===== config.mk =====
export PLATFORM = sky130hd
export DESIGN_NAME = rtcsw_core
export DESIGN_NICKNAME = d
export VERILOG_FILES = /design/src/verilog/rtcsw_pkg.sv /design/src/verilog/rtcsw_core.sv
export SDC_FILE = /design/constraint.sdc
export NUM_CORES = 1
export LEC_CHECK = 0
export BUFFER_PORTS_ARGS = -buffer_cell sky130_fd_sc_hd__buf_2
export CAP_MARGIN = 10
export CORE_AREA = 2 2 169 171
export CTS_BUF_LIST = sky130_fd_sc_hd__clkbuf_4
export DETAILED_ROUTE_END_ITERATION = 10
export DIE_AREA = 0 0 171 173
export PLACE_DENSITY = 0.78
export RECOVER_POWER = 50
export SETUP_SLACK_MARGIN = 0.5
export SLEW_MARGIN = 10
export SYNTH_ARGS = -nofsm -noshare
export SYNTH_HDL_FRONTEND = slang
export SYNTH_SLANG_ARGS = --single-unit
export TNS_END_PERCENT = 5

===== constraint.sdc =====
create_clock -name clk -period 17.8 [get_ports clk]
set_input_delay 1.78 -clock clk [delete_from_list [all_inputs] [get_ports clk]]
set_output_delay 1.78 -clock clk [all_outputs]
set_load 0.02 [all_outputs]

===== src/verilog/rtcsw_pkg.sv =====
// constants for the three-wire calendar clock register access block
// assumes a 50 MHz system clock; all timing counts derive from it
package rtcsw_pkg;

  // command byte: fixed code in bits 7:4, group in 3:2, select in 1, direction in 0
  localparam logic [3:0] CMD_FIXED     = 4'h6;
  localparam logic [1:0] GRP_STATUS    = 2'b00;
  localparam logic [1:0] GRP_REALTIME  = 2'b01;
  localparam logic [1:0] GRP_ALARM     = 2'b10;
  localparam logic [1:0] GRP_CORR_FREE = 2'b11;

  // byte indices into the register store, and byte lengths
  localparam int IDX_STAT1  = 0;
  localparam int IDX_STAT2  = 1;
  localparam int IDX_RT1    = 2;
  localparam int RT1_LEN    = 7;
  localparam int IDX_RT2    = 6;
  localparam int RT2_LEN    = 3;
  localparam int IDX_INT1   = 9;
  localparam int IDX_INT2   = 12;
  localparam int ALARM_LEN  = 3;
  localparam int SINGLE_LEN = 1;
  localparam int IDX_CORR   = 15;
  localparam int IDX_FREE   = 16;
  localparam int REG_BYTES  = 17;

  // field positions
  localparam int STAT1_POC_BIT    = 0;
  localparam int STAT1_RESET_BIT  = 7;
  localparam int STAT2_ALARM1_BIT = 5;
  localparam int STAT2_FREQ_BIT   = 4;
  localparam int STAT2_ALARM2_BIT = 1;
  localparam int CORR_SEL_BIT     = 0;

  // reset values
  localparam logic [7:0] STAT1_RESET = 8'h01;
  localparam logic [7:0] REG_RESET   = 8'h00;

  // timing
  localparam int CLK_PERIOD_NS    = 20;
  localparam int SEC_PERIOD_NS    = 1_000_000_000;
  localparam int SEC_CYCLES       = SEC_PERIOD_NS / CLK_PERIOD_NS;
  localparam int CORR_STEP_NS     = 61035;
  localparam int CORR_STEP_CYCLES = CORR_STEP_NS / CLK_PERIOD_NS;
  localparam int FREQ_STEP_NS     = 15259;
  localparam int FREQ_STEP_CYCLES = FREQ_STEP_NS / CLK_PERIOD_NS;
  localparam int CORR_SHORT_PULSES = 20;
  localparam int CORR_LONG_PULSES  = 60;

  typedef enum logic [1:0] {
    ST_CMD   = 2'b00,
    ST_READ  = 2'b01,
    ST_WRITE = 2'b10,
    ST_IGNORE = 2'b11
  } rtcsw_state_e;

endpackage

===== src/verilog/rtcsw_core.sv =====
// register access core of a calendar clock behind a three-wire serial link
// assumes cs, sck and the data line come from pins and are asynchronous to clk
`timescale 1ns/1ps
module rtcsw_core #(
  parameter int SEC_CYCLES       = rtcsw_pkg::SEC_CYCLES,
  parameter int CORR_STEP_CYCLES = rtcsw_pkg::CORR_STEP_CYCLES,
  parameter int FREQ_STEP_CYCLES = rtcsw_pkg::FREQ_STEP_CYCLES
) (
  // clock and reset
  input  wire logic clk,
  input  wire logic resetn,
  // serial link pins
  input  wire logic chipSelect,
  input  wire logic shiftClock,
  input  wire logic serialDataIn,
  output logic      serialDataOut,
  output logic      serialDataOe,
  // interrupt pin, active low
  output logic      intOutN,
  // status seen by the rest of the chip
  output logic      powerOnFlag,
  output logic      alarm1Mode,
  output logic      freqOutEnable,
  output logic      secondAlarmEnable,
  output logic      correctionIntervalSelect
);
  import rtcsw_pkg::*;

  // pin synchronisers
  logic [1:0] csSync;
  logic [1:0] sckSync;
  logic [1:0] sioSync;
  logic       sckPrev;
  logic       csOn;
  logic       sckRise;
  logic       sckFall;

  always_ff @(posedge clk or negedge resetn) begin
    if (!resetn) begin
      csSync  <= 2'b00;
      sckSync <= 2'b11;
      sioSync <= 2'b00;
      sckPrev <= 1'b1;
    end else begin
      csSync  <= {csSync[0], chipSelect};
      sckSync <= {sckSync[0], shiftClock};
      sioSync <= {sioSync[0], serialDataIn};
      sckPrev <= sckSync[1];
    end
  end

  assign csOn    = csSync[1];
  assign sckRise = csOn && sckSync[1] && !sckPrev;
  assign sckFall = csOn && !sckSync[1] && sckPrev;

  // register store and transfer state
  logic [7:0]   regs [REG_BYTES];
  rtcsw_state_e state;
  logic [7:0]   cmdShift;
  logic [2:0]   bitCnt;
  logic [2:0]   byteIdx;
  logic [7:0]   dataShift;
  logic [2:0]   cmdSel;
  logic [4:0]   base;
  logic [2:0]   len;
  logic [7:0]   nextCmd;
  logic         storeByte;

  assign nextCmd = {cmdShift[6:0], sioSync[1]};

  // map group and select bit to a byte window of the store
  always_comb begin
    base = 5'(IDX_FREE);
    len  = 3'(SINGLE_LEN);
    unique case (cmdSel[2:1])
      GRP_STATUS: begin
        base = cmdSel[0] ? 5'(IDX_STAT2) : 5'(IDX_STAT1);
      end
      GRP_REALTIME: begin
        base = cmdSel[0] ? 5'(IDX_RT2) : 5'(IDX_RT1);
        len  = cmdSel[0] ? 3'(RT2_LEN) : 3'(RT1_LEN);
      end
      GRP_ALARM: begin
        if (cmdSel[0]) begin
          base = 5'(IDX_INT2);
          len  = secondAlarmEnable ? 3'(ALARM_LEN) : 3'(SINGLE_LEN);
        end else begin
          base = 5'(IDX_INT1);
          len  = alarm1Mode ? 3'(ALARM_LEN) : 3'(SINGLE_LEN);
        end
      end
      GRP_CORR_FREE: begin
        base = cmdSel[0] ? 5'(IDX_FREE) : 5'(IDX_CORR);
      end
    endcase
  end

  assign storeByte = (state == ST_WRITE) && sckRise && (bitCnt == 3'd7) && (byteIdx < len);

  // command decode and bit/byte sequencing
  always_ff @(posedge clk or negedge resetn) begin
    if (!resetn) begin
      state     <= ST_CMD;
      cmdShift  <= 8'h00;
      bitCnt    <= 3'd0;
      byteIdx   <= 3'd0;
      dataShift <= 8'h00;
      cmdSel    <= 3'd0;
    end else if (!csOn) begin
      state   <= ST_CMD;
      bitCnt  <= 3'd0;
      byteIdx <= 3'd0;
    end else if (sckRise) begin
      bitCnt <= bitCnt + 3'd1;
      unique case (state)
        ST_CMD: begin
          cmdShift <= nextCmd;
          if (bitCnt == 3'd7) begin
            cmdSel <= nextCmd[3:1];
            if (nextCmd[7:4] != CMD_FIXED) begin
              state <= ST_IGNORE;
            end else if (nextCmd[0]) begin
              state <= ST_READ;
            end else begin
              state <= ST_WRITE;
            end
          end
        end
        ST_WRITE: begin
          dataShift <= {sioSync[1], dataShift[7:1]};
          if (bitCnt == 3'd7 && byteIdx < len) begin
            byteIdx <= byteIdx + 3'd1;
          end
        end
        ST_READ, ST_IGNORE: begin
        end
      endcase
    end
  end

  // register store writes, including status 1 software reset
  logic [7:0] wrByte;
  logic [4:0] wrIdx;
  logic       softReset;

  assign wrByte    = {sioSync[1], dataShift[7:1]};
  assign wrIdx     = 5'(base + 5'(byteIdx));
  assign softReset = storeByte && (wrIdx == 5'(IDX_STAT1)) && wrByte[STAT1_RESET_BIT];

  always_ff @(posedge clk or negedge resetn) begin
    if (!resetn) begin
      for (int i = 0; i < REG_BYTES; i++) begin
        regs[i] <= (i == IDX_STAT1) ? STAT1_RESET : REG_RESET;
      end
    end else if (softReset) begin
      for (int i = 0; i < REG_BYTES; i++) begin
        regs[i] <= REG_RESET;
      end
    end else if (storeByte) begin
      if (wrIdx == 5'(IDX_STAT1)) begin
        // power-on flag is read-only; reset bit never stored
        regs[IDX_STAT1] <= {1'b0, wrByte[6:1], regs[IDX_STAT1][STAT1_POC_BIT]};
      end else begin
        regs[wrIdx] <= wrByte;
      end
    end
  end

  // read data, least significant bit first, changed on falling edges
  logic [2:0] rdBit;
  logic [2:0] rdByte;
  logic [4:0] rdIdx;

  assign rdIdx = 5'(base + 5'(rdByte));

  always_ff @(posedge clk or negedge resetn) begin
    if (!resetn) begin
      serialDataOut <= 1'b0;
      serialDataOe  <= 1'b0;
      rdBit         <= 3'd0;
      rdByte        <= 3'd0;
    end else if (!csOn || state != ST_READ) begin
      serialDataOut <= 1'b0;
      serialDataOe  <= 1'b0;
      rdBit         <= 3'd0;
      rdByte        <= 3'd0;
    end else if (sckFall) begin
      serialDataOe <= 1'b1;
      if (rdByte < len) begin
        serialDataOut <= regs[rdIdx][rdBit];
      end else begin
        serialDataOut <= 1'b0;
      end
      rdBit <= rdBit + 3'd1;
      if (rdBit == 3'd7 && rdByte < len) begin
        rdByte <= rdByte + 3'd1;
      end
    end
  end

  assign powerOnFlag              = regs[IDX_STAT1][STAT1_POC_BIT];
  assign alarm1Mode               = regs[IDX_STAT2][STAT2_ALARM1_BIT];
  assign freqOutEnable            = regs[IDX_STAT2][STAT2_FREQ_BIT];
  assign secondAlarmEnable        = regs[IDX_STAT2][STAT2_ALARM2_BIT];
  assign correctionIntervalSelect = regs[IDX_CORR][CORR_SEL_BIT];

  // one-second pulse with periodic correction of one period
  logic [31:0] secCnt;
  logic [31:0] secLen;
  logic [5:0]  pulseCnt;
  logic [5:0]  pulseLast;
  logic        corrPulse;
  logic [6:0]  corrCode;
  logic signed [31:0] corrAdj;

  // correction value sits bit-reversed in bits 7:1
  always_comb begin
    for (int i = 0; i < 7; i++) begin
      corrCode[i] = regs[IDX_CORR][7 - i];
    end
  end

  assign corrAdj   = 32'(signed'(corrCode)) * 32'(CORR_STEP_CYCLES);
  assign pulseLast = correctionIntervalSelect ? 6'(CORR_LONG_PULSES - 1)
                                              : 6'(CORR_SHORT_PULSES - 1);
  assign corrPulse = (pulseCnt == pulseLast) && (corrCode != 7'd0);
  // crystal rate untouched: only this one period is stretched or cut
  assign secLen    = corrPulse ? 32'(32'(SEC_CYCLES) - 32'(corrAdj)) : 32'(SEC_CYCLES);

  always_ff @(posedge clk or negedge resetn) begin
    if (!resetn) begin
      secCnt   <= 32'd0;
      pulseCnt <= 6'd0;
    end else if (secCnt >= secLen - 32'd1) begin
      secCnt <= 32'd0;
      if (pulseCnt >= pulseLast) begin
        pulseCnt <= 6'd0;
      end else begin
        pulseCnt <= pulseCnt + 6'd1;
      end
    end else begin
      secCnt <= secCnt + 32'd1;
    end
  end

  // user frequency from the first alarm byte; second register has none
  logic [31:0] freqCnt;
  logic [31:0] freqHalf;
  logic        freqLevel;

  assign freqHalf = 32'({24'h0000_00, regs[IDX_INT1]} + 32'd1) * 32'(FREQ_STEP_CYCLES);

  always_ff @(posedge clk or negedge resetn) begin
    if (!resetn) begin
      freqCnt   <= 32'd0;
      freqLevel <= 1'b1;
    end else if (!freqOutEnable) begin
      freqCnt   <= 32'd0;
      freqLevel <= 1'b1;
    end else if (freqCnt >= freqHalf - 32'd1) begin
      freqCnt   <= 32'd0;
      freqLevel <= !freqLevel;
    end else begin
      freqCnt <= freqCnt + 32'd1;
    end
  end

  // pin: power-on 1 Hz wins, then frequency output while alarm1Mode is clear, else idle high
  always_ff @(posedge clk or negedge resetn) begin
    if (!resetn) begin
      intOutN <= 1'b1;
    end else if (powerOnFlag) begin
      intOutN <= (secCnt >= (secLen >> 1));
    end else if (freqOutEnable && !alarm1Mode) begin
      intOutN <= freqLevel;
    end else begin
      intOutN <= 1'b1;
    end
  end

endmodule


* Word level (Yosys, flattened, before mapping)
Cells that the tools add are included.
** Cells by class
- Add/sub/neg operators :: 13
- $mul :: 2
- $lt $le $gt $ge :: 10
- Equal/unequal tests :: 16
- Multiplexer cells :: 54
- Bitwise operators :: 2
- Reduce and logical (&&, ||, !) cells :: 34
** Operator list (count)
- 2-to-1 mux 136 bit :: 2
- bitwise mux 136 bit :: 1
- 2-to-1 mux 128 bit :: 1
- 2-to-1 mux 32 bit :: 4
- adder 32 x 1 -> 32 bit (second input constant) :: 2
- greater-or-equal comparator 32 bit :: 2
- 2-to-1 mux 3 bit :: 14
- binary-select mux 8 bit (select 5 bit) :: 1
- demux 8 bit (select 5 bit) :: 1
- greater-or-equal comparator 32 x 31 -> 1 bit :: 1
- 2-to-1 mux 8 bit :: 4
- subtractor 32 x 1 -> 32 bit (second input constant) :: 1
- subtractor 27 x 20 -> 28 bit (first input constant) :: 1
- multiplier 7 x 13 -> 20 bit (second input constant) :: 1
- case mux 5 bit (4 select lines) :: 1
- subtractor 19 x 1 -> 20 bit (second input constant) :: 1
- multiplier 9 x 9 -> 18 bit (second input constant) :: 1
- 2-to-1 mux 2 bit :: 9
- logical AND 1 bit :: 14
- inequality test 2 x 1 -> 1 bit (second input constant) :: 7
- adder 3 x 1 -> 3 bit (second input constant) :: 4
- greater-or-equal comparator 6 bit (second input constant) :: 2
- 2-to-1 mux 6 bit :: 2
- inverter 5 -> 6 bit :: 2
- 26 further kinds :: 52
** Storage, ports and cells
- Register bits :: 249
- Bits of input ports :: 5
- Output and inout bits :: 8
- Logic and storage cells :: 168

* Depth between registers and ports, before layout
Gate-level depths: netlist of run 1.
- Depth in word-level cells :: 12
- Depth in mapped cells :: 35
- Gate-level depth less buffers :: 33

* Worst setup path before layout of run 1
Ideal clock, no wire load.
- Path kind :: register to register
- Start point :: register regs[58] (netlist bit)
- End point :: register freqLevel
- Library setup time :: 85 ps
- Arrival time :: 7366 ps
- Required time :: 17715 ps
- Slack :: 10349 ps
- Cell stages (with the launch flop) :: 29
- Path buffers :: 0
- Period minus slack after synthesis :: 7451 ps
- Cell sequence :: dfrtp_1 -> and3_1 -> and3_1 -> nand3_1 -> xnor2_1 -> inv_1 -> fa_1 -> inv_1 -> fa_1 -> fa_1 -> inv_1 -> fa_1 -> inv_1 -> ha_1 -> or4_1 -> a211o_1 -> a21oi_2 -> nand3_1 -> or4_1 -> ha_1 -> a21o_1 -> a21o_1 -> a21oi_1 -> nor2b_1 -> o21ai_0 -> a21oi_1 -> nor3b_1 -> o21ai_1 -> mux2_1
** Between the ends
- Word-level cells in the longest chain between the ends :: 5
** Ends and longest elaborated chain
- start, declared :: RTL line rtcsw_core.sv:57 : logic [7:0] regs [REG_BYTES];
- start signal, assigned by index :: RTL line rtcsw_core.sv:153 : regs[i] <= (i == IDX_STAT1) ? STAT1_RESET : REG_RESET;
- start signal, assigned by index :: RTL line rtcsw_core.sv:162 : regs[IDX_STAT1] <= {1'b0, wrByte[6:1], regs[IDX_STAT1][STAT1_POC_BIT]};
- start signal, assigned by index :: RTL line rtcsw_core.sv:164 : regs[wrIdx] <= wrByte;
- adder 8 x 1 -> 9 bit :: RTL line rtcsw_core.sv:251 : assign freqHalf = 32'({24'h0000_00, regs[IDX_INT1]} + 32'd1) * 32'(FREQ_STEP_CYCLES);
- multiplier 9 x 9 -> 18 bit :: RTL line rtcsw_core.sv:251
- subtractor 19 x 1 -> 20 bit :: RTL line rtcsw_core.sv:260 : end else if (freqCnt >= freqHalf - 32'd1) begin
- greater-or-equal comparator 32 bit :: RTL line rtcsw_core.sv:260
- inequality test 2 x 1 -> 1 bit (no line)
- end signal, assigned :: RTL line rtcsw_core.sv:262 : freqLevel <= !freqLevel;
- end, declared :: RTL line rtcsw_core.sv:249 : logic freqLevel;
No other way between the ends.
A chain may end at the register's enable or synchronous reset.

==> results of run 1 <==
[sequential cells by signal, indices dropped and copies added (netlist names), 6 cells and up]
name,count
cmdShift,7
corrCode,7
dataShift,7
freqCnt,32
pulseCnt,6
regs,124
secCnt,32
[cell type report]
type	instances	share of cell area [%]
multi-input combinational	1386	56.97
sequential	248	32.44
clock buffer	99	3.880
inverter	156	3.057
tap	378	2.469
clock inverter	19	0.6336
timing repair buffer	19	0.5421
antenna	1	0.01306
[metal layers]
metal	up-vias	GRT usage, %	wire, um
li1	6438	-	-
met1	6610	38.40	17130
met2	398	45.36	19000
met3	86	5.425	2646
met4	2	10.10	1107
met5	-	0	16
[power by group]
part | total, mW | internal, mW | switching, mW
combinational | 0.0498 | 0.0211 | 0.0287
clock | 0.518 | 0.272 | 0.246
sequential | 0.590 | 0.578 | 0.0113
total | 1.16 | 0.872 | 0.286
[worst paths after layout]
check                                      from                    end  slack [ns]  cells past startpoint
min in group asynchronous                resetn   secCnt[15]$_DFF_PN0_        3.45                      1
max reg2reg                regs[56]$_DFFE_PN0P_  freqLevel$_DFFE_PN1P_        9.12                     31
max in group clk           regs[56]$_DFFE_PN0P_  freqLevel$_DFFE_PN1P_        9.12                     31
max                                      resetn   regs[72]$_DFFE_PN0P_        8.38                      2
min reg2reg                sioSync[0]$_DFF_PN0_   sioSync[1]$_DFF_PN0_        0.36                      0
min                        sioSync[0]$_DFF_PN0_   sioSync[1]$_DFF_PN0_        0.36                      0
[cell usage in the layout (no fill, tap or decap), drive strengths merged, types with 17 or more instances in the layout]
cell type	n
a21o	29
a21oi	39
and3	20
clkbuf	102
dfrtp	242
fa	63
ha	189
inv	158
mux2	20
mux4	42
nand2	245
nand2b	17
nand3	50
nand4	26
nor2	148
nor2b	18
o21ai	170
xnor2	72
xor2	64
[kinds of logic after synthesis]
group,count (synthesis)
flops,248
other cells,1
buf+inv,204
fa+ha+maj,254
mux,78
xor+xnor,136
simple gates,591
compound gates,321
[cell usage after synthesis, types with 4 or more instances]
cell type,count
xnor2_1,71
or3_1,5
nor4_1,5
o21a_1,10
ha_1,189
a211oi_1,8
a31oi_1,5
nor3b_1,6
mux4_2,38
nand4_1,26
mux2_2,19
buf_4,4
o211ai_1,8
and4_1,4
nand2b_1,17
clkbuf_1,21
o21ai_0,155
mux4_1,4
dfstp_2,6
and2_1,11
o22ai_1,4
fa_1,63
nor3_1,14
o2bb2ai_1,11
nand2_1,245
a211o_1,7
buf_2,19
and3_1,20
xor2_1,64
mux2i_1,15
nor2b_1,17
a21oi_1,38
inv_1,156
dfrtp_1,242
a21o_1,29
nor2_1,148
nand3_1,50
or2_2,6
o21ai_1,15
[through the flow]
step	total power [mW]	std cells	utilization (%)	cell area [sq um]	worst slack (ns)
CTS	1.171	2305	69.39	19170	9.168
global placement	0.6485	2187	66.26	18310	9.545
floorplan	0.6304	1838	-	17930	10.35
finish	1.158	2306	69.33	19160	8.383
detailed placement	0.6516	2187	66.26	18310	9.197
global route	1.211	2306	69.33	19160	6.360
==> impl_results.md, run 1 <==
* Status: complete, but fails checks
* Failing checks: capacitance limit, slew limit
* Critical Path Max Stage Delay at 4.40 ns
* Period utilization at 52.90%
* Synthesized area per cell at 9.770 sq um
* Post-Synth Simple-Gate Area at 15.12%
* Post-Route WL at 39.91 mm
* Largest family of logic cells by synthesized area: adder cells
* GRT Residual Overflow at 0
* CP max-delay cell: clkbuf_1
* Leak at 9.095 nW
* CTS max path bufs at 3
* ANT nets after route at 0
* Initial antenna violation count at 2
* Main synth FF type: dfrtp_1
* WHS at 0.3570 ns
* Drt first-iter violations at 1014
* Mux cell area share after synthesis at 7.588%
* CTS tree: built
* Skew final at 0.08504 ns
* Crit path DAT at 9.28 ns
* Peak VDD IR at 0.07416 mV
* Worst Tran Pin Value at 6.438 ns
* Setup TNS at 0 ns
* Synth area leaders: dfrtp_1 (34%), ha_1 (13%), fa_1 (7.0%), nand2_1 (5.1%), mux4_2 (4.8%)
* Slew Viols, Final at 253
* Crit path cell chain: clkbuf_1 > clkbuf_1
* Ports at 13
* Num CTS Buffers at 69
* Drc violations at 0
* Unique masters post-synth at 81
* Area Overhead vs Synth at 6.966%
* GPL Wtd Cong at 0.8926
* Initial Util at 64.82%
* Cts repair resizes at 0
* CP bufs+invs at 2
* CTS root buf: clkbuf_4
* Detail Placement HPWL at 29.20 mm
* Vias at 13.53k
* Req. time, crit path at 17.67 ns
* Number of synthesized flops with an enable pin at 0
* Layout cell share with drive strength beyond 1 at 10.69%
* Unrepaired setup endpoints after global routing: false
* GRT Util Overall at 28.24%
* Post-Synth Adder-Cell Area at 20.36%
* Final setup viols at 0
* Family with the most delay on the worst path: buffers and inverters
* Vias/cell at 5.869
* Die ar. at 29580 sq um
* CP most frequent cell: clkbuf_1
* Clock sinks at 248
* Setup Fix Bufs, Post-CTS at 0
* FP Rows at 61
* CP Capture Type: asynchronous set/reset pin
* Power per cell area at 60.44 nW/um^2
* Ys Warns at 0
* Post-synthesis register bit count at 248
* Cells after synthesis at 1833
* Max transition margin at -329.2%
* Synth Area in Compound Gates at 10.95%
* Cell accounting for the most synthesized area: dfrtp_1
* Final hold vios at 0
* Clk pin slew, worst setup/hold paths at 0.06 ns
* Crit start category: input port
* CP Class: input port to asynchronous set/reset pin
* Post-Synth XOR/XNOR Area at 6.693%
* First-pass GRT wire length at 67.14 mm
* Fill count at 2135
* CTS H-tree lvls at 3
* Die Span X at 171 um
* DR WL/cell at 17.31 um
* NumNets Final at 2137
* Crit-path max FO at 123
* Area of the multi-input gates at 10910 sq um
* Die Y at 173 um
* Worst min path class: flop to flop
* Synth Cell Area at 17910 sq um
* Synth top area share at 33.82%
* Max frequency at 106.2 MHz
* Asr flop ratio synth at 100.0%
* Later-pin clock latency in the skew report at 0.73 ns
* Core box area at 27630 sq um
* DR pass1 iterations at 6
* Register area at 6213 sq um
* Sequential-to-total area share from yosys stat at 34.70%
* Pin count of the biggest net entering global routing at 124
* Max-Cap Viols at 3
* Number of global-route vias before repair at 13.62k
* Cts-stage hold buffer count at 0
* Minimum clock period at 9.417 ns
* Buffers on Ports at 12
No activity file was read; power rests on OpenSTA's default activity.
==> run 2: changes to the inputs <==
- CORE_AREA: 2 2 169 171 -> 2 2 176 178
- DIE_AREA: 0 0 171 173 -> 0 0 178 180
- PLACE_DENSITY: 0.78 -> 0.76
- clock period: 17.8 -> 7.7 ns (I/O delays scaled with it)
==> impl_results.md, run 2 (synthesis results as in run 1) <==
* Status: complete, but fails checks
* Failing checks: capacitance limit, slew limit
* Ports at 13
* GRT Residual Overflow at 0
* Max FFs per register at 124
* GRT Util Overall at 27.17%
* Number of global-route vias before repair at 14.27k
* Skew final at 0.07095 ns
* Slew Viols, Final at 137
* Core box area at 30190 sq um
* CTS H-tree lvls at 3
* CP max-delay cell: or4_4
* Layout cell share with drive strength beyond 1 at 17.81%
* Crit path from: regs[57]$_DFFE_PN0P_
* CP Class: flop to flop
* Peak VDD IR at 0.1567 mV
* Final hold vios at 0
* Power per cell area at 132.0 nW/um^2
* ANT nets after route at 0
* Top reg by flops: regs
* FF-to-FF path depth at 28
* Initial antenna violation count at 1
* Largest registers: regs: 124 flops, freqCnt: 32 flops, secCnt: 32 flops
* Crit start category: flop
* Max-Cap Viols at 1
* Die Span X at 178 um
* Placed Area at 18570 sq um
* Vias/cell at 5.940
* CP Capture Type: flop
* DR WL/cell at 18.50 um
* Crit-path max FO at 5
* Drt first-iter violations at 934
* Fin cells at 2390
* Max transition margin at -297.1%
* Period utilization at 96.65%
* Area Overhead vs Synth at 13.39%
* Leak at 9.552 nW
* Commonest non-fill, non-tap cell in the layout: nand2_1
* Cts-stage hold buffer count at 0
* FF-to-FF Start: regs[57]$_DFFE_PN0P_
* CTS root buf: clkbuf_4
* Reg-to-reg slack, setup at 0.26 ns
* Minimum clock period at 7.442 ns
* Drc violations at 0
* Later-pin clock latency in the skew report at 0.76 ns
* Worst setup endpoint: freqLevel$_DFFE_PN1P_
* DR pass1 iterations at 5
* Max frequency at 134.4 MHz
* GPL Wtd Cong at 0.9382
* Worst Tran Pin Value at 5.956 ns
* Pin count of the biggest net entering global routing at 137
* Post-layout util at 67.27%
* Worst min path class: input port to flop
* Initial Util at 59.32%
* Buffers on Ports at 12
* Most frequent cells in the layout: nand2_1 (245), dfrtp_1 (238), ha_1 (177), o21ai_0 (152), nor2_1 (147)
* Vias at 14.20k
* Req. time, crit path at 8.33 ns
* FP Rows at 64
* Clk pin slew, worst setup/hold paths at 0.08 ns
* Final setup viols at 0
* Setup TNS at 0 ns
* NumNets Final at 2201
* Placed cells at 2222
* Reg2reg end: freqLevel$_DFFE_PN1P_
* Critical Path Max Stage Delay at 0.63 ns
* Clock sinks at 248
* Die ar. at 32040 sq um
* Die Y at 180 um
* CTS tree: built
* Crit path DAT at 8.07 ns
* Fill count at 2270
* CTS max path bufs at 3
* Unrepaired setup endpoints after global routing: true
* Post-Route WL at 44.22 mm
* Fin area at 20310 sq um
* WHS at 0.1763 ns
* Num CTS Buffers at 69
* Detail Placement HPWL at 29.85 mm
* First-pass GRT wire length at 69.88 mm
-- run 2: through the flow --
step / worst slack (ns) / power [mW]
after floorplan: 0.5633 / 1.457
after global placement: 0.1800 / 1.500
final: 0.2577 / 2.681
after global routing: 0.06476 / 2.811
after detailed placement: -0.04098 / 1.509
after CTS: 0.5316 / 2.710
-- run 2: what timing repair did --
item	CTS	global route
cloned	1	0
resized for setup	33	64
pin swaps	19	51
endpoints found under the setup margin	33	65
buffers inserted	21	25
-- run 2: how the worst min path moves through the flow --
stage / startpoint / to / cells past startpoint
after floorplan: csSync[0]$_DFF_PN0_ / csSync[1]$_DFF_PN0_ / 0
after global placement: sioSync[0]$_DFF_PN0_ / sioSync[1]$_DFF_PN0_ / 0
after detailed placement: sioSync[0]$_DFF_PN0_ / sioSync[1]$_DFF_PN0_ / 0
after CTS: serialDataIn / sioSync[0]$_DFF_PN0_ / 1
after global routing: shiftClock / sckSync[0]$_DFF_PN1_ / 1
final: shiftClock / sckSync[0]$_DFF_PN1_ / 1
-- run 2: worst max-delay path, delay by kind of cell (launching register included) --
kind / cells / cell delay, ns
AND/OR/NAND/NOR: 7 / 1.91
multiplexers: 1 / 0.32
flip-flops: 1 / 0.42
AO/OA/AOI/OAI: 9 / 1.50
XOR/XNOR: 1 / 0.18
buffers and inverters: 3 / 0.25
adder cells (fa/ha/maj): 7 / 2.73
-- run 2: per-layer routing --
layer,global-route usage (%),routed length [um],up-vias
li1,-,-,6552
met1,35.27,18100,6984
met2,45.16,21600,525
met3,5.626,2947,135
met4,9.475,1582,0
met5,0,0,-
-- run 2: area by class of cell --
cell class	instances	area [sq um]	area share [%]
clock buffer	105	788.3	3.882
inverter	156	590.6	2.908
clock inverter	15	72.57	0.3574
timing repair buffer	82	688.2	3.389
sequential	248	6218	30.62
multi-input combinational	1387	11450	56.39
antenna	1	2.502	0.01232
tap	396	495.5	2.440
-- run 2: power breakdown --
part	internal, mW	switching (mW)
combinational	0.0497	0.0678
sequential	1.34	0.0276
clock	0.623	0.576
